`config.mk`:
```
export PLATFORM = sky130hd
export DESIGN_NAME = sleep_ctrl
export DESIGN_NICKNAME = d
export VERILOG_FILES = /design/src/hw/sleep_pkg.sv /design/src/hw/sleep_ctrl.sv /design/src/hw/sync3.sv
export VERILOG_INCLUDE_DIRS = /design/src /design/src/hw
export SDC_FILE = /design/constraint.sdc
export NUM_CORES = 1
export LEC_CHECK = 0
export ABC_AREA = 0
export BUFFER_PORTS_ARGS = -buffer_cell sky130_fd_sc_hd__buf_2
export CORE_ASPECT_RATIO = 0.8
export CORE_MARGIN = 2
export CORE_UTILIZATION = 40
export DETAILED_ROUTE_END_ITERATION = 6
export GPL_TIMING_DRIVEN = 0
export PLACE_DENSITY_LB_ADDON = 0.08
export SLEW_MARGIN = 20
export SYNTH_ARGS = -nofsm -noshare
export SYNTH_HDL_FRONTEND = slang
export SYNTH_HIERARCHICAL = 1
export SYNTH_SLANG_ARGS = --single-unit
export TNS_END_PERCENT = 30
```
`constraint.sdc`:
```
create_clock -name core_clk -period 2.1 [get_ports core_clk]
set_input_delay 0.315 -clock core_clk [delete_from_list [all_inputs] [get_ports core_clk]]
set_output_delay 0.315 -clock core_clk [all_outputs]
set_load 0.005 [all_outputs]
```
`src/hw/sleep_consts.svh`:
```
`ifndef SLEEP_CONSTS_SVH
`define SLEEP_CONSTS_SVH

// ==========================================================================
// Register offsets
`define OFF_MCU_CTRL 4'h0
`define OFF_DIG_DIS 4'h1
`define OFF_PERIPH 4'h2
`define OFF_STATUS 4'h3
`define OFF_WAKE_CAUSE 4'h4

// ==========================================================================
// Control register field positions
`define MCU_ARM_BIT 5
`define MCU_MODE_HI 4
`define MCU_MODE_LO 3
`define MCU_ISC_HI 1
`define MCU_ISC_LO 0
`define MCU_CTRL_MASK 8'h3B

// ==========================================================================
// Peripheral enable bit positions
`define PER_CONV_EN 0
`define PER_CMP_EN 1
`define PER_CMP_REF 2
`define PER_WDOG_EN 3

// ==========================================================================
// Mode encodings and reset values
`define MODE_IDLE 2'h0
`define MODE_NOISE 2'h1
`define MODE_PDOWN 2'h2
`define ISC_LEVEL 2'h0
`define RST_MCU_CTRL 8'h00
`define RST_DIG_DIS 8'h00
`define RST_PERIPH 8'h00

// ==========================================================================
// Timing and pin count
`define WAKE_STALL_CYC 4
`define PIN_COUNT 6

`endif

```
`src/hw/sleep_pkg.sv`:
```
package sleep_pkg;
    // Sleep controller states, Gray coded along run-sleep-stall; stall to run flips both bits
    typedef enum logic [1:0] {
        ST_RUN = 2'b00,
        ST_SLEEP = 2'b01,
        ST_STALL = 2'b11
    } sleep_state_e;

    typedef logic [1:0] mode_t;
endpackage : sleep_pkg

```
`src/hw/sleep_ctrl.sv`:
```
// The strobed register port and the register offsets were decided locally.
`timescale 1ns/1ps
`include "sleep_consts.svh"
// What this block does
// - Mode 01 gates io, cpu, flash clocks
// - Noise mode keeps converter, irq, watchdog if enabled
// - Noise mode entry starts conversion automatically
// - Noise mode wake sources limited to listed events
// - Mode 10 stops oscillator and all clocks
// - Power-down wakes only on reset, level, pinchange, watchdog irq
// - External irq zero wakes only when level
// - Enabled converter stays enabled in sleep
// - Converter re-enable makes next conversion extended
// - Power-down disables comparator; reference stays if used
// - Enabled brown-out detector stays on in sleep
// - Reference on only when a user needs it
// - Enabled watchdog stays enabled in sleep
// - Input buffers off when io and converter stopped
// - Wake-detect pin inputs stay enabled
// - Disable register bit turns pin buffer off
// - Sleep only when arm bit set
// - Mode 00 idles: only cpu, flash stop
// - Wake stalls four cycles, plus start-up cycles from power-down
// - Reset during sleep restarts from reset vector
module sleep_ctrl
    import sleep_pkg::*;
#(
    parameter int PINS = `PIN_COUNT,
    parameter int STARTUP_CYC = 16
) (
    // Clock and reset
    input wire logic core_clk,
    input wire logic rstn,
    // Register port
    input wire logic [3:0] reg_addr,
    input wire logic [7:0] reg_wdata,
    input wire logic reg_wr,
    input wire logic reg_rd,
    output logic [7:0] reg_rdata,
    // CPU side
    input wire logic sleep_instr,
    output logic cpu_resume,
    output logic reset_vector_go,
    // Wake and reset sources, from pins or other clocks
    input wire logic ext_irq_zero,
    input wire logic [PINS-1:0] pin_change_mask,
    input wire logic [PINS-1:0] pin_in,
    input wire logic ext_reset_req,
    input wire logic wdog_reset_req,
    input wire logic bod_reset_req,
    // Wake sources from on-chip logic
    input wire logic conv_done_irq,
    input wire logic nvm_ready_irq,
    input wire logic timer_irq,
    input wire logic cmp_irq,
    input wire logic wdog_irq,
    // Fuses
    input wire logic [1:0] brownout_level_fuses,
    // Clock gates
    output logic clk_cpu_en,
    output logic clk_flash_en,
    output logic clk_io_en,
    output logic clk_conv_en,
    output logic osc_en,
    // Peripheral enables
    output logic conv_en,
    output logic conv_start,
    output logic conv_extended,
    output logic cmp_en,
    output logic vref_en,
    output logic brownout_detector_en,
    output logic wdog_en,
    output logic ext_irq_en,
    output logic [PINS-1:0] in_buf_en
);
    // ======================================================================
    // Registers and state
    logic [7:0] mcu_control_reg_r;
    logic [7:0] digital_input_disable_reg_r;
    logic [7:0] periph_r;
    logic [7:0] wake_cause_r;
    sleep_state_e state_r;
    mode_t mode_r;
    logic [7:0] stall_cnt_r;
    logic conv_was_off_r;
    logic [PINS-1:0] pin_prev_r;
    logic wake_is_reset_r;

    // ======================================================================
    // Synchronised pin-level inputs
    logic irq0_s;
    logic [PINS-1:0] pin_s;
    logic [2:0] rst_s;

    sync3 #(.W(1)) u_sync_irq (
        .core_clk(core_clk),
        .rstn(rstn),
        .din(ext_irq_zero),
        .dout(irq0_s)
    );

    sync3 #(.W(PINS + 3)) u_sync_pins (
        .core_clk(core_clk),
        .rstn(rstn),
        .din({pin_in, ext_reset_req, wdog_reset_req, bod_reset_req}),
        .dout({pin_s, rst_s})
    );

    // ======================================================================
    // Decode helpers
    function automatic logic level_cfg(input logic [7:0] ctl);
        level_cfg = ctl[`MCU_ISC_HI:`MCU_ISC_LO] == `ISC_LEVEL;
    endfunction : level_cfg

    logic [1:0] sel_mode;
    logic asleep;
    logic is_noise;
    logic is_pdown;
    logic reset_wake;
    logic pc_event;
    logic level_wake;
    logic irq_wake;
    logic bod_on;
    logic [7:0] stall_len;

    assign sel_mode = mcu_control_reg_r[`MCU_MODE_HI:`MCU_MODE_LO];
    assign asleep = state_r == ST_SLEEP;
    assign is_noise = asleep && mode_r == `MODE_NOISE;
    assign is_pdown = asleep && mode_r == `MODE_PDOWN;
    assign bod_on = brownout_level_fuses != 2'h3;
    assign reset_wake = |rst_s;
    // Pin change seen only on pins the change mask selects
    assign pc_event = |((pin_s ^ pin_prev_r) & pin_change_mask);
    // Low level on irq zero wakes, edges never do
    assign level_wake = level_cfg(mcu_control_reg_r) && !irq0_s;
    assign stall_len = 8'(`WAKE_STALL_CYC + STARTUP_CYC);

    // Wake qualification per mode
    always_comb begin
        irq_wake = 1'b0;
        unique case (mode_r)
            `MODE_IDLE: begin
                irq_wake = level_wake || pc_event || conv_done_irq ||
                    nvm_ready_irq || timer_irq || cmp_irq || wdog_irq;
            end
            `MODE_NOISE: begin
                irq_wake = level_wake || pc_event || conv_done_irq ||
                    nvm_ready_irq || wdog_irq;
            end
            `MODE_PDOWN: begin
                irq_wake = level_wake || pc_event || wdog_irq;
            end
            default: begin
                irq_wake = 1'b0;
            end
        endcase
    end

    // ======================================================================
    // Register writes
    always_ff @(posedge core_clk or negedge rstn) begin
        if (!rstn) begin
            mcu_control_reg_r <= `RST_MCU_CTRL;
            digital_input_disable_reg_r <= `RST_DIG_DIS;
            periph_r <= `RST_PERIPH;
        end else if (reg_wr) begin
            unique case (reg_addr)
                `OFF_MCU_CTRL: mcu_control_reg_r <= reg_wdata & `MCU_CTRL_MASK;
                `OFF_DIG_DIS: digital_input_disable_reg_r <= reg_wdata;
                `OFF_PERIPH: periph_r <= reg_wdata & 8'h0F;
                default: ;
            endcase
        end
    end

    // Read data one cycle after the strobe; unmapped reads zero
    always_ff @(posedge core_clk or negedge rstn) begin
        if (!rstn) begin
            reg_rdata <= 8'h00;
        end else if (reg_rd) begin
            unique case (reg_addr)
                `OFF_MCU_CTRL: reg_rdata <= mcu_control_reg_r;
                `OFF_DIG_DIS: reg_rdata <= digital_input_disable_reg_r;
                `OFF_PERIPH: reg_rdata <= periph_r;
                `OFF_STATUS: reg_rdata <= {4'h0, conv_extended, vref_en,
                    state_r};
                `OFF_WAKE_CAUSE: reg_rdata <= wake_cause_r;
                default: reg_rdata <= 8'h00;
            endcase
        end else begin
            reg_rdata <= 8'h00;
        end
    end

    // ======================================================================
    // Sleep state machine
    always_ff @(posedge core_clk or negedge rstn) begin
        if (!rstn) begin
            state_r <= ST_RUN;
            mode_r <= `MODE_IDLE;
            stall_cnt_r <= 8'h00;
            wake_is_reset_r <= 1'b0;
        end else begin
            unique case (state_r)
                ST_RUN: begin
                    // Reserved mode 11 is treated as no sleep
                    if (sleep_instr && mcu_control_reg_r[`MCU_ARM_BIT] &&
                        sel_mode != 2'h3) begin
                        state_r <= ST_SLEEP;
                        mode_r <= sel_mode;
                    end
                end
                ST_SLEEP: begin
                    if (reset_wake || irq_wake) begin
                        state_r <= ST_STALL;
                        wake_is_reset_r <= reset_wake;
                        // Only power-down needs oscillator start-up
                        stall_cnt_r <= (mode_r == `MODE_PDOWN) ? stall_len :
                            8'(`WAKE_STALL_CYC);
                    end
                end
                ST_STALL: begin
                    // Pulse lands in the first run cycle after the last counted stall cycle
                    if (stall_cnt_r <= 8'h01) begin
                        state_r <= ST_RUN;
                        stall_cnt_r <= 8'h00;
                    end else begin
                        stall_cnt_r <= stall_cnt_r - 8'h01;
                    end
                end
                default: state_r <= ST_RUN;
            endcase
        end
    end

    // Wake cause capture and pin history
    always_ff @(posedge core_clk or negedge rstn) begin
        if (!rstn) begin
            wake_cause_r <= 8'h00;
            pin_prev_r <= '0;
        end else begin
            pin_prev_r <= pin_s;
            if (asleep && (reset_wake || irq_wake)) begin
                wake_cause_r <= {1'b0, pc_event, level_wake, conv_done_irq,
                    nvm_ready_irq, wdog_irq, reset_wake, 1'b1};
            end
        end
    end

    // CPU resume or reset-vector pulses at the end of the stall
    always_ff @(posedge core_clk or negedge rstn) begin
        if (!rstn) begin
            cpu_resume <= 1'b0;
            reset_vector_go <= 1'b0;
        end else begin
            cpu_resume <= 1'b0;
            reset_vector_go <= 1'b0;
            if (state_r == ST_STALL && stall_cnt_r <= 8'h01) begin
                cpu_resume <= !wake_is_reset_r;
                reset_vector_go <= wake_is_reset_r;
            end
        end
    end

    // ======================================================================
    // Clock gating; stall runs all clocks, oscillator included, as in run
    always_ff @(posedge core_clk or negedge rstn) begin
        if (!rstn) begin
            clk_cpu_en <= 1'b1;
            clk_flash_en <= 1'b1;
            clk_io_en <= 1'b1;
            clk_conv_en <= 1'b1;
            osc_en <= 1'b1;
        end else begin
            clk_cpu_en <= !asleep;
            clk_flash_en <= !asleep;
            clk_io_en <= !(is_noise || is_pdown);
            clk_conv_en <= !is_pdown;
            osc_en <= !is_pdown;
        end
    end

    // ======================================================================
    // Peripheral enables follow software or fuses, irq enable tied high; only the comparator is gated by sleep mode
    always_ff @(posedge core_clk or negedge rstn) begin
        if (!rstn) begin
            conv_en <= 1'b0;
            cmp_en <= 1'b0;
            vref_en <= 1'b0;
            brownout_detector_en <= 1'b0;
            wdog_en <= 1'b0;
            ext_irq_en <= 1'b0;
        end else begin
            conv_en <= periph_r[`PER_CONV_EN];
            // Comparator forced off in power-down, whatever software says
            cmp_en <= periph_r[`PER_CMP_EN] && !is_pdown;
            brownout_detector_en <= bod_on;
            // Ref stays up while a comparator selects it, even asleep
            vref_en <= bod_on || periph_r[`PER_CONV_EN] ||
                (periph_r[`PER_CMP_EN] && periph_r[`PER_CMP_REF]);
            wdog_en <= periph_r[`PER_WDOG_EN];
            // Level detect is asynchronous, so it keeps power in every mode
            ext_irq_en <= 1'b1;
        end
    end

    // Auto conversion on noise-mode entry and extended-conversion tracking
    always_ff @(posedge core_clk or negedge rstn) begin
        if (!rstn) begin
            conv_start <= 1'b0;
            conv_extended <= 1'b1;
            conv_was_off_r <= 1'b1;
        end else begin
            conv_start <= state_r == ST_RUN && sleep_instr &&
                mcu_control_reg_r[`MCU_ARM_BIT] &&
                sel_mode == `MODE_NOISE && periph_r[`PER_CONV_EN];
            if (!periph_r[`PER_CONV_EN]) begin
                conv_was_off_r <= 1'b1;
            end else if (conv_start) begin
                conv_was_off_r <= 1'b0;
            end
            conv_extended <= conv_was_off_r && periph_r[`PER_CONV_EN];
        end
    end

    // ======================================================================
    // Input buffers: software disable, sleep gating, wake pins kept
    always_ff @(posedge core_clk or negedge rstn) begin
        if (!rstn) begin
            in_buf_en <= '1;
        end else begin
            // Pin one carries irq zero; kept only while it can level-wake
            for (int i = 0; i < PINS; i++) begin
                in_buf_en[i] <= !digital_input_disable_reg_r[i] &&
                    (!is_pdown || pin_change_mask[i] ||
                    (i == 1 && level_cfg(mcu_control_reg_r)));
            end
        end
    end
endmodule : sleep_ctrl

```
`src/hw/sync3.sv`:
```
`timescale 1ns/1ps
// ==========================================================================
// Three-stage synchroniser; output changes once stages two and three agree
module sync3 #(
    parameter int W = 1
) (
    // Clock and reset
    input wire logic core_clk,
    input wire logic rstn,
    // Data
    input wire logic [W-1:0] din,
    output logic [W-1:0] dout
);
    logic [W-1:0] s1_r;
    logic [W-1:0] s2_r;
    logic [W-1:0] s3_r;

    // First stage feeds only the second
    always_ff @(posedge core_clk or negedge rstn) begin
        if (!rstn) begin
            s1_r <= '0;
            s2_r <= '0;
            s3_r <= '0;
        end else begin
            s1_r <= din;
            s2_r <= s1_r;
            s3_r <= s2_r;
        end
    end

    // Accept per bit only on agreement, filters single-cycle glitches
    always_ff @(posedge core_clk or negedge rstn) begin
        if (!rstn) begin
            dout <= '0;
        end else begin
            for (int i = 0; i < W; i++) begin
                if (s2_r[i] == s3_r[i]) begin
                    dout[i] <= s3_r[i];
                end
            end
        end
    end
endmodule : sync3

```
* Yosys cells after proc, flatten, opt, wreduce, memory -nomap -nowiden
Index checks and enable logic that the tools add are counted.
** Word-level totals
- Register bits :: 111
- Word-level logic and storage cells :: 149
** Operators by class
- Add/subtract/negate cells :: 1
- Magnitude comparators :: 1
- Eq/ne operators :: 25
- Multiplexer cells :: 15
- Bitwise logic cells :: 2
- Reduce and logical (&&, ||, !) cells :: 64
** Operators with widths (count)
- 8-bit case mux with 5 select lines :: 1
- 8-bit two-way mux :: 3
- 1-bit logical AND :: 20
- 1-bit logical OR :: 19
- 8-bit case mux with 2 select lines :: 1
- 2-bit AND reduction :: 6
- 1-bit zero test :: 11
- 1-bit equality test :: 10
- 2-bit != test (second input constant) :: 5
- 4-bit by 2-bit equality test with 1-bit output (second input constant) :: 2
- 8-bit by 1-bit less-or-equal comparator with 1-bit output (second input constant) :: 1
- 8-bit by 1-bit subtractor with 8-bit output (second input constant) :: 1
- 6-bit bitwise AND :: 1
- 2-bit by 1-bit equality test with 1-bit output (second input constant) :: 3
- 2-bit zero test :: 3
- 2-bit two-way mux :: 3
- 2-bit case mux with 3 select lines :: 1
- 6-bit OR reduction :: 1
- 6-bit XOR :: 1
- 5-bit two-way mux :: 1
- 2-bit equality test (second input constant) :: 2
- 4-bit by 1-bit equality test with 1-bit output (second input constant) :: 1
- 4-bit by 3-bit equality test with 1-bit output (second input constant) :: 1
- 4-bit zero test :: 1
- other kinds (6) :: 9

* Longest topological paths before layout
Gate-level depths: netlist (run 1).
- Word-level depth :: 13
- Depth in mapped cells :: 9
- Depth with buffers taken out :: 8

* Hierarchy
The synthesis (run 1) kept the hierarchy.
** By module, submodules not included
- sleep_ctrl :: instances 1, cells each 244, area an instance 3064.2 µm², seq. area each 1765.4 µm²
- sync3 (u_sync_pins) :: instances 1, cells each 45, area an instance 1002.2 µm², seq. area each 900.9 µm²
- sync3 (u_sync_irq) :: instances 1, cells each 5, area an instance 111.4 µm², seq. area each 100.1 µm²

* Worst setup path before layout (run 1)
OpenSTA, ideal clock, no wires.
- Path type :: register to register
- Start point :: register mode_r[0]
- End point :: register wake_cause_r[4]
- Setup time :: 125 ps
- Arrival :: 1645 ps
- Path slack :: 330 ps
- Stages on the path, launching flop included :: 9
- Path buffers :: 1
- Cell sequence :: dfrtp_1 -> inv_1 -> ha_1 -> o41ai_1 -> nand2b_1 -> o221ai_2 -> nand3_2 -> buf_6 -> mux2_4
** On the way
- Cells in the longest elaborated chain, start to end :: 4
- Elaborated cells between the ends (all ways) :: 6
** RTL lines
- from (decl) :: line sleep_ctrl.sv:83 : mode_t mode_r;
- from (signal assigned) :: line sleep_ctrl.sv:200 : mode_r <= `MODE_IDLE;
- from (signal assigned) :: line sleep_ctrl.sv:210 : mode_r <= sel_mode;
- 2-bit equality test (tied with other cells) :: line sleep_ctrl.sv:141 : unique case (mode_r)
- 1-bit case mux with 3 select lines (*) :: line sleep_ctrl.sv:141
- 1-bit logical OR (*) :: line sleep_ctrl.sv:243 : if (asleep && (reset_wake || irq_wake)) begin
- 1-bit logical AND (*) :: line sleep_ctrl.sv:243
- to (signal assigned) :: line sleep_ctrl.sv:244 : wake_cause_r <= {1'b0, pc_event, level_wake, conv_done_irq,
- to (decl) :: line sleep_ctrl.sv:81 : logic [7:0] wake_cause_r;
Every way passes the cells marked *; elsewhere a longest branch is shown, timed or not.
A chain may end at the register's enable or synchronous reset.

* Final worst setup path (run 1)
- Start point :: register stall_cnt_r[1]
- End point :: register stall_cnt_r[2]
** On the way
- Cells in the longest elaborated chain, start to end :: 3
- Elaborated cells between the ends (all ways) :: 4
** RTL lines
- from (decl) :: line sleep_ctrl.sv:84 : logic [7:0] stall_cnt_r;
- from (signal assigned) :: line sleep_ctrl.sv:218 : stall_cnt_r <= (mode_r == `MODE_PDOWN) ? stall_len :
- from (signal assigned) :: line sleep_ctrl.sv:228 : stall_cnt_r <= stall_cnt_r - 8'h01;
- 8-bit by 1-bit subtractor with 8-bit output or 8-bit by 1-bit less-or-equal comparator with 1-bit output (tied branches) :: line sleep_ctrl.sv:228, sleep_ctrl.sv:224
- 8-bit two-way mux (*) :: line sleep_ctrl.sv:224 : if (stall_cnt_r <= 8'h01) begin
- 8-bit case mux with 2 select lines (*) :: line sleep_ctrl.sv:204 : unique case (state_r)
Marked as above.

==> results of run 1 <==
[layout by cell type (no fill, tap or decap), types with 2 or more instances in the layout]
cell                        Yosys  final
sky130_fd_sc_hd__buf_4          2      2
sky130_fd_sc_hd__mux2_4         3      3
sky130_fd_sc_hd__nand3_1        3      3
sky130_fd_sc_hd__mux2_2        21     21
sky130_fd_sc_hd__a22oi_2        3      3
sky130_fd_sc_hd__xor2_1         8      8
sky130_fd_sc_hd__ha_1           5      5
sky130_fd_sc_hd__clkbuf_16      0      9
sky130_fd_sc_hd__mux2_1         2      2
sky130_fd_sc_hd__nor2b_1        2      2
sky130_fd_sc_hd__o21ai_0        2      2
sky130_fd_sc_hd__nand2b_1       2      2
sky130_fd_sc_hd__o22ai_1        6      6
sky130_fd_sc_hd__buf_6          1      2
sky130_fd_sc_hd__inv_1          7      7
sky130_fd_sc_hd__a22o_1         3      3
sky130_fd_sc_hd__nor4b_4        2      2
sky130_fd_sc_hd__nor2_1        28     28
sky130_fd_sc_hd__nand3b_1       2      2
sky130_fd_sc_hd__dfrtp_1       99     99
sky130_fd_sc_hd__clkbuf_1       0      2
sky130_fd_sc_hd__buf_2          3     68
sky130_fd_sc_hd__a222oi_1       5      5
sky130_fd_sc_hd__or3_1          3      3
sky130_fd_sc_hd__maj3_2        10     10
sky130_fd_sc_hd__nand2_1       16     16
sky130_fd_sc_hd__a21oi_1        5      5
sky130_fd_sc_hd__nor3_1         7      7
sky130_fd_sc_hd__and2_1         4      4
sky130_fd_sc_hd__and3_1         5      5
sky130_fd_sc_hd__o21ai_1        3      3
sky130_fd_sc_hd__dfstp_2       11     11
[metal layers]
metal  routed length (um)  part of all wire
met2                 3880              0.48
met1                 3800              0.47
met5                    0                 0
met3                  334             0.041
met4                   76            0.0094
[state kept, by name, indices dropped and copies added, names as in the netlist, 2 cells and up]
| signal | flops |
|---|---|
| u_sync_pins/s1_r | 9 |
| state_r | 2 |
| periph_r | 4 |
| mode_r | 2 |
| reg_rdata | 8 |
| u_sync_pins/s3_r | 9 |
| in_buf_en | 6 |
| stall_cnt_r | 8 |
| u_sync_pins/dout | 9 |
| wake_cause_r | 7 |
| pin_prev_r | 6 |
| digital_input_disable_reg_r | 8 |
| u_sync_pins/s2_r | 9 |
| mcu_control_reg_r | 5 |
[synthesized netlist by cell type, drive strengths merged (2+ instances only)]
master | count | area share
o21ai | 5 | 0.0060
nor3 | 7 | 0.0084
mux2 | 26 | 0.073
a222oi | 5 | 0.012
nand3 | 5 | 0.0084
xor2 | 8 | 0.017
nand2 | 16 | 0.014
ha | 5 | 0.015
nor2b | 2 | 0.0030
nand2b | 2 | 0.0030
or3 | 3 | 0.0045
buf | 6 | 0.0099
dfrtp | 99 | 0.59
and3 | 5 | 0.0075
and2 | 4 | 0.0060
nor2 | 28 | 0.025
maj3 | 10 | 0.027
nand3b | 2 | 0.0036
a22o | 3 | 0.0063
a21oi | 5 | 0.0060
nor4b | 2 | 0.011
dfstp | 11 | 0.069
o41ai | 2 | 0.0087
a22oi | 4 | 0.011
o22ai | 6 | 0.0090
inv | 8 | 0.0072
[kinds of logic (layout without fill, tap and decap cells)]
logic type | Yosys count | after routing | synth area share
DFF | 110 | 110 | 0.662
buffers and inverters | 14 | 98 | 0.0171
adders and majority gates | 15 | 15 | 0.0419
other | 1 | 1 | 0.000898
and+or+nand+nor | 82 | 82 | 0.109
xor gates and xnor gates | 9 | 9 | 0.0189
muxes | 26 | 26 | 0.0728
AOI/OAI and AO/OA | 37 | 37 | 0.0776
[per-stage QoR]
step                      cell area, um2  TNS, ns
after detailed placement            4720        0
after floorplan                     4180        0
final                               5030        0
after CTS                           5020        0
after global placement              4680   -50.26
after global routing                5030        0
[layout make-up]
| type | count | area share |
|---|---|---|
| Sequential cell | 110 | 0.550 |
| Multi-Input combinational cell | 170 | 0.268 |
| Timing Repair Buffer | 68 | 0.0744 |
| Clock buffer | 11 | 0.0463 |
| Tap cell | 140 | 0.0348 |
| Clock inverter | 5 | 0.0119 |
| Buffer | 6 | 0.00821 |
| Inverter | 8 | 0.00597 |
[worst max path at each step]
stage                                   start                              to  cells after the start
after floorplan                     mode_r[0]                 wake_cause_r[4]                      8
after global placement                   rstn  digital_input_disable_reg_r[7]                      1
after detailed placement  u_sync_pins/dout[6]                 wake_cause_r[5]                      7
after CTS                 u_sync_pins/dout[6]                 wake_cause_r[4]                      7
after global routing           stall_cnt_r[1]                  stall_cnt_r[2]                      9
final                          stall_cnt_r[1]                  stall_cnt_r[2]                      9
[power groups by stage]
| stage | Clock, mW | Combinational [mW] | Sequential (mW) |
|---|---|---|---|
| global placement | 0 | 1.43 | 2.85 |
| CTS | 1.71 | 1.46 | 2.83 |
| detailed placement | 0 | 1.45 | 2.86 |
| floorplan | 0 | 1.03 | 2.78 |
| global route | 1.81 | 1.61 | 2.87 |
| finish | 1.66 | 1.44 | 2.82 |
[repair_timing]
action	4_1_cts	5_1_grt
endpoints found under the setup margin	0	3
resized for setup	0	1
hold endpoints to repair	35	0
hold buffers	1	0
==> impl_metrics.toml, run 1 <==
[outcome]
run_status = "finished clean"

[power_and_ir_drop]
vdd.ir_drop.worst_mv = 0.529
p_leak_nw = 2.29
p_switching_mw = 1.75
swShare = 0.296
power.share.clock = 0.280
finalPower_mw = 5.92
share_comb_of_total_power = 0.244
power.density_nw_per_um2 = 1180
intPower_mw = 4.17
pwr-share-seq = 0.476

[grt]
maximum_number_of_pins_on_one_net_before_global_route_repair = 68
grt_antenna_before_repair = 0
grt.met1_usage = 0.213
grt_first_pass_wirelength_mm = 13.5
grt.met2_usage = 0.255
grt_util_all_layers = 0.159
grt_util_met3 = 0.0490
global_route.peak_usage_layer = "met2"
first_global_vias = 2587
globalRouteOverflowTotal = 0

[worst_hold_path]
hold_path_class = "in -> reg"
hold_path_end = "u_sync_pins/s1_r[6]"
timing.hold.worst_path_depth = 1
min-delay-start = "pin_in[3]"

[cts]
cts.clk_slew.worst_paths_ns = 0.07
cts.sinks = 110
post_cts_buffers = 0
clkLatencyLatePin_ns = 0.34
cts_h_tree_depth = 3
tritoncts_clock_tree = "yes"
cts.root.buffer_cell = "sky130_fd_sc_hd__clkbuf_16"
clockBufferDepth = 2
tritoncts.num_buffers = 9

[layout]
insertedDiodeCount = 0
areaGrowthSynthToFinish_pct = 20.3
nNetsFinal = 418
final_layout_size_suffix_gt1_frac = 0.386
fillerInstances = 937
register_area_um2 = 2770
utilization = 0.493
instances_no_fill = 518
multi_input_comb_area_um2 = 1350

[critical_path]
crit_required_ns = 2.31
critical-path-top-cell-by-count = "sky130_fd_sc_hd__nor2_1"
regToRegStartpoint = "stall_cnt_r[1]"
critical_path.reg2reg.endpoint = "stall_cnt_r[2]"
timing.reg2reg.setup_slack_ns = 0.12
rr_worst_depth = 9
worst_path_arrival_ns = 2.19
timing.critical_path.cells = "inv_1, ha_1, nor2_1, and4bb_1, nand2b_1, buf_2, nor2_1, o22ai_1, nand3_1"
cp_top_family = "simple AND/OR/NAND/NOR gates"
critical_path_buffer_and_inverter_count = 2
critical_path_class = "reg -> reg"
cpMaxStageDelayCell = "sky130_fd_sc_hd__dfrtp_1"
cp-start-kind = "flip-flop"
critical_path.max_stage_delay_ns = 0.39
worst-path-max-fanout = 10
endpoint_kind_of_the_worst_setup_timing_path = "flip-flop"

[routing]
routed-via-count = 2515
postRouteWirelength_mm = 8.09
ant_nets = 0
drt_drc_violations_left = 0
viasPerCell = 4.86
route.detailed.wl_per_inst_um = 15.6
drt_pass1_iterations = 5
drt_iter0_markers = 149

[yosys]
post_synth_edffs = 0
yosys.cell_types.count = 50
yosysSeqAreaShare = 0.662
synth-seq-cells = 110
synth_area_um2 = 4180
postSynth.asyncResetShare = 1.00
synth_top_flop_cell = "sky130_fd_sc_hd__dfrtp_1"
yosys_warnings = 6
postSynthNetCount = 339
synth_area_per_cell_um2 = 14.2
syn_inst = 294

[timing]
worst_pin_slew_ns = 0.592
unrepaired_setup_endpoints_after_global_routing = "false"
final.min_clock_period_ns = 1.98
number_of_pins_exceeding_their_max_slew_limit_in_the_final_report = 0
setup-violations-final = 0
worst_hold_slack_ns = 0.0720
timing.max_slew.rel_slack = 0.602
hold_violations = 0
final_critical_path_setup_slack_ns = 0.117
fmax_ghz = 0.504
final.setup_skew_ns = 0.00713
min_period_over_period = 0.944

[die]
core.rowCount = 33
initial_core_utilization = 0.410
dieHeight_um = 95.4
die-width_um = 118
dieArea_um2 = 11300
num_io_pins = 69
fp.coreArea_um2 = 10200

[placement]
placedCellCount = 501
final_hpwl_dp_mm = 5.78
port_buffers = 66
place_congestion = 0.779
post-place-ws_ns = 0.120

[run]
maxCapViolCount = 0
(Power assumes the default switching activity.)
==> inputs of run 2 (changes only) <==
==> constraint.sdc (replaced) <==
create_clock -name core_clk -period 2.3 [get_ports core_clk]
set_input_delay 0.345 -clock core_clk [delete_from_list [all_inputs] [get_ports core_clk]]
set_output_delay 0.345 -clock core_clk [all_outputs]
set_load 0.005 [all_outputs]
==> run 2 against run 1 <==
Net effect: critical path depth decreased by 2; sequential share of layout area up 0.082 points; final area decreased by 0.15%.
==> impl_metrics.toml, run 2 (synthesis gave the netlist of run 1 again) <==
[critical_path]
cp-startpoint = "u_sync_pins/dout[6]"
cpMaxStageDelayCell = "sky130_fd_sc_hd__dfrtp_1"
worst_path_arrival_ns = 2.22
critical_path_buffer_and_inverter_count = 1
critical-path-top-cell-by-count = "sky130_fd_sc_hd__nand3_2"
endpoint = "wake_cause_r[4]"
cp-start-kind = "flip-flop"
critical_path_class = "reg -> reg"
rr_worst_depth = 7
worst-path-max-fanout = 10
regToRegStartpoint = "u_sync_pins/dout[6]"
timing.reg2reg.setup_slack_ns = 0.31
timing.critical_path.cells = "xor2_1, a22oi_2, nand3_2, o211ai_2, nand3_2, buf_6, mux2_4"
critical_path.max_stage_delay_ns = 0.41
endpoint_kind_of_the_worst_setup_timing_path = "flip-flop"
cp_top_family = "compound AO/OA/AOI/OAI gates"
crit_required_ns = 2.52
crit_cells = 7
critical_path.reg2reg.endpoint = "wake_cause_r[4]"

[power_and_ir_drop]
vdd.ir_drop.worst_mv = 0.483
p_leak_nw = 2.29
intPower_mw = 3.80
pwr-share-seq = 0.477
share_comb_of_total_power = 0.243
power.density_nw_per_um2 = 1070
p_switching_mw = 1.59
power.share.clock = 0.280
swShare = 0.295

[cts]
cts_h_tree_depth = 3
clockBufferDepth = 2
post_cts_buffers = 0
cts.root.buffer_cell = "sky130_fd_sc_hd__clkbuf_16"
cts_repair_resizes = 0
cts.clk_slew.worst_paths_ns = 0.07
tritoncts_clock_tree = "yes"
tritoncts.num_buffers = 9
clkLatencyLatePin_ns = 0.34
holdBufCountCts = 1
cts.sinks = 110

[die]
fp.coreArea_um2 = 10200
core.rowCount = 33
dieArea_um2 = 11300
initial_core_utilization = 0.410
num_io_pins = 69
dieHeight_um = 95.4
die-width_um = 118

[grt]
grt_first_pass_wirelength_mm = 13.5
maximum_number_of_pins_on_one_net_before_global_route_repair = 68
grt_util_all_layers = 0.159
globalRouteOverflowTotal = 0
grt_antenna_before_repair = 0
first_global_vias = 2587

[routing]
viasPerCell = 4.85
drt_drc_violations_left = 0
drt_pass1_iterations = 4
dr_wl_met2_mm = 3.87
routed-via-count = 2510
route.detailed.wl_per_inst_um = 15.6
drt_iter0_markers = 152
ant_nets = 0
highest_layer = "met4"
postRouteWirelength_mm = 8.08
met3_length_um = 316
m1WireLength_mm = 3.81

[layout]
final_common_cell = "sky130_fd_sc_hd__dfrtp_1"
nNetsFinal = 418
mostFrequentLayoutCells = "sky130_fd_sc_hd__dfrtp_1 (99), sky130_fd_sc_hd__buf_2 (68), sky130_fd_sc_hd__nor2_1 (28)"
utilization = 0.492
insertedDiodeCount = 0
final_layout_size_suffix_gt1_frac = 0.386
design_area_um2 = 5020
areaGrowthSynthToFinish_pct = 20.2

[timing]
fmax_ghz = 0.502
unrepaired_setup_endpoints_after_global_routing = "false"
worst_pin_slew_ns = 0.604
min_period_over_period = 0.866
timing.max_slew.rel_slack = 0.594
final.min_clock_period_ns = 1.99
number_of_pins_exceeding_their_max_slew_limit_in_the_final_report = 0
setup-violations-final = 0
final.setup_skew_ns = 0.00716
hold_violations = 0

[placement]
final_hpwl_dp_mm = 5.78
place_congestion = 0.779
placement.cell_area_um2 = 4720
port_buffers = 66

[run]
maxCapViolCount = 0

[worst_hold_path]
hold_path_class = "in -> reg"
min-delay-start = "pin_in[3]"

[outcome]
run_status = "finished clean"
[run 2: cell count changes in the layout (fill, tap and decap cells not counted)]
cell and delta:
sky130_fd_sc_hd__nand3_2 +1, sky130_fd_sc_hd__nand3_4 -1
[run 2: layout make-up]
type	instances	area, um2
fill	939	5180
sequential	110	2770
multi-input combinational	170	1340
timing repair buffer	68	374
clock buffer	11	233
tap	140	175
clock inverter	5	60.1
buffer	6	41.3
inverter	8	30.0
[run 2: worst min path at each step]
stage / cells after the start / end
6_report: 1 / u_sync_pins/s1_r[6]
5_1_grt: 1 / u_sync_pins/s1_r[4]
4_1_cts: 1 / u_sync_pins/s1_r[6]
3_5_place_dp: 1 / ext_irq_en
3_3_place_gp: 0 / u_sync_irq/s2_r
2_1_floorplan: 0 / brownout_detector_en
[run 2: layer usage]
metal	up-vias	track usage
met1	1260	0.213
met2	48	0.255
met4	0	0.0452
li1	1194	-
met3	8	0.0490
met5	-	0
[run 2: through the flow]
step	setup TNS, ns	worst slack [ns]	cells	hold slack (ns)	power, mW
floorplan	0	0.530	294	0.0494	3.47
global placement	-33.43	-0.347	500	0.335	3.91
detailed placement	0	0.320	501	0.298	3.93
CTS	0	0.284	518	0.0935	5.47
global route	0	0.165	518	0.0788	5.75
finish	0	0.309	518	0.102	5.40
[run 2: power groups by stage]
stage               Sequential, mW  Combinational, mW  Clock [mW]
floorplan                     2.53              0.939           0
global placement              2.60               1.30           0
detailed placement            2.61               1.32           0
CTS                           2.58               1.33        1.56
global route                  2.62               1.47        1.66
finish                        2.57               1.31        1.51
==> inputs of run 3 (changes only) <==
--- a/config.mk
+++ b/config.mk
@@ -8,7 +8,6 @@
 export LEC_CHECK = 0
 export ABC_AREA = 0
 export BUFFER_PORTS_ARGS = -buffer_cell sky130_fd_sc_hd__buf_2
-export CORE_ASPECT_RATIO = 0.8
 export CORE_MARGIN = 2
 export CORE_UTILIZATION = 40
 export DETAILED_ROUTE_END_ITERATION = 6
==> run 3 against run 2 <==
Net effect: critical path depth increased by 2; via count increased by 0.28%; critical path type unchanged; sequential power about the same; register-to-register slack about the same.
==> impl_metrics.toml, run 3 (synthesis gave the netlist of run 1 again) <==
[placement]
place_congestion = 0.792
final_hpwl_dp_mm = 5.71
port_buffers = 66
placedCellCount = 497

[cts]
cts.clk_slew.worst_paths_ns = 0.11
cts_h_tree_depth = 3
cts.sinks = 110
tritoncts.num_buffers = 9
tritoncts_clock_tree = "yes"
cts.root.buffer_cell = "sky130_fd_sc_hd__clkbuf_8"
holdBufCountCts = 1
clockBufferDepth = 2
clkLatencyLatePin_ns = 0.37
cts_repair_resizes = 0
post_cts_buffers = 0

[timing]
min_period_over_period = 0.860
final.setup_skew_ns = 0.0162
unrepaired_setup_endpoints_after_global_routing = "false"
hold_violations = 0
worst_pin_slew_ns = 0.578
number_of_pins_exceeding_their_max_slew_limit_in_the_final_report = 0
fmax_ghz = 0.505
finalSetupTns_ns = 0
final.min_clock_period_ns = 1.98
timing.max_slew.rel_slack = 0.612
setup-violations-final = 0
worst_hold_slack_ns = 0.0724

[die]
die-width_um = 106
initial_core_utilization = 0.408
num_io_pins = 69
dieArea_um2 = 11300
fp.coreArea_um2 = 10200
core.rowCount = 37
dieHeight_um = 106

[critical_path]
critical_path_class = "reg -> reg"
timing.reg2reg.setup_slack_ns = 0.32
critical_path_buffer_and_inverter_count = 2
critical_path.max_stage_delay_ns = 0.39
critical-path-top-cell-by-count = "sky130_fd_sc_hd__nor2_1"
cp-start-kind = "flip-flop"
cpMaxStageDelayCell = "sky130_fd_sc_hd__dfrtp_1"
crit_cells = 9
endpoint = "stall_cnt_r[2]"
crit_required_ns = 2.53
worst_path_arrival_ns = 2.21
regToRegStartpoint = "stall_cnt_r[1]"
critical_path.reg2reg.endpoint = "stall_cnt_r[2]"
cp_top_family = "simple AND/OR/NAND/NOR gates"
cp-startpoint = "stall_cnt_r[1]"
endpoint_kind_of_the_worst_setup_timing_path = "flip-flop"
worst-path-max-fanout = 10
timing.critical_path.cells = "inv_1, ha_1, nor2_1, and4bb_1, nand2b_1, buf_2, nor2_1, o22ai_1, nand3_1"
rr_worst_depth = 9

[grt]
first_global_vias = 2549
grt_antenna_before_repair = 1
grt.met2_usage = 0.227
global_route.peak_usage_layer = "met2"
grt.met1_usage = 0.222
grt_first_pass_wirelength_mm = 13.3
grt_util_all_layers = 0.154
grt_util_met3 = 0.0411
maximum_number_of_pins_on_one_net_before_global_route_repair = 57
globalRouteOverflowTotal = 0

[layout]
mostFrequentLayoutCells = "sky130_fd_sc_hd__dfrtp_1 (99), sky130_fd_sc_hd__buf_2 (68), sky130_fd_sc_hd__nor2_1 (28)"
areaGrowthSynthToFinish_pct = 17.1
fillerInstances = 954
utilization = 0.478
insertedDiodeCount = 0
final_layout_size_suffix_gt1_frac = 0.390
instances_no_fill = 513
final_common_cell = "sky130_fd_sc_hd__dfrtp_1"
nNetsFinal = 418

[power_and_ir_drop]
p_leak_nw = 2.23
power.density_nw_per_um2 = 1010
vdd.ir_drop.worst_mv = 0.398
finalPower_mw = 4.94

[worst_hold_path]
hold_path_class = "in -> reg"
min-delay-start = "pin_in[3]"

[routing]
viasPerCell = 4.91
ant_nets = 0
drt_drc_violations_left = 0
postRouteWirelength_mm = 8.00
route.detailed.wl_per_inst_um = 15.6
drt_iter0_markers = 90
drt_pass1_iterations = 6
routed-via-count = 2517

[run]
maxCapViolCount = 0

[outcome]
run_status = "finished clean"
==> run 3: cell types whose count changed in the layout (fill, tap and decap cells not counted), sizes merged <==
cell / before / now
bufinv: 1 / 0
clkbuf: 11 / 9
clkinvlp: 1 / 2
inv: 9 / 10
==> run 3: worst min path at each step <==
stage,cells after the start,slack [ns],end
CTS,1,0.06,u_sync_pins/s1_r[6]
global route,1,0.04,u_sync_pins/s1_r[6]
detailed placement,0,0.33,u_sync_pins/s2_r[6]
floorplan,0,0.05,brownout_detector_en
global placement,0,0.33,u_sync_pins/s2_r[6]
finish,1,0.07,u_sync_pins/s1_r[6]
==> run 3: through the flow <==
step / setup WS, ns / cell area, um2
after floorplan: 0.530 / 4180
after global placement: -0.364 / 4680
after detailed placement: 0.280 / 4710
after CTS: 0.312 / 4890
after global routing: 0.169 / 4890
final: 0.322 / 4890
==> run 3: cell type report <==
type	count	area, um2	area share
Sequential cell	110	2770	0.565
Multi-Input combinational cell	170	1340	0.274
Timing Repair Buffer	68	374	0.0765
Tap cell	136	170	0.0348
Clock buffer	9	124	0.0253
Clock inverter	6	46.3	0.00946
Buffer	6	41.3	0.00844
Inverter	8	30.0	0.00614
==> run 3: power breakdown <==
part | switching (mW) | total (mW) | internal, mW
logic | 0.675 | 1.32 | 0.644
clock network | 0.655 | 1.05 | 0.396
registers | 0.256 | 2.57 | 2.31
==> run 3: metal layers <==
metal | part of all wire | wire length [um]
met3 | 0.048 | 385
met1 | 0.48 | 3860
met5 | 0.0014 | 11
met2 | 0.46 | 3660
met4 | 0.010 | 82
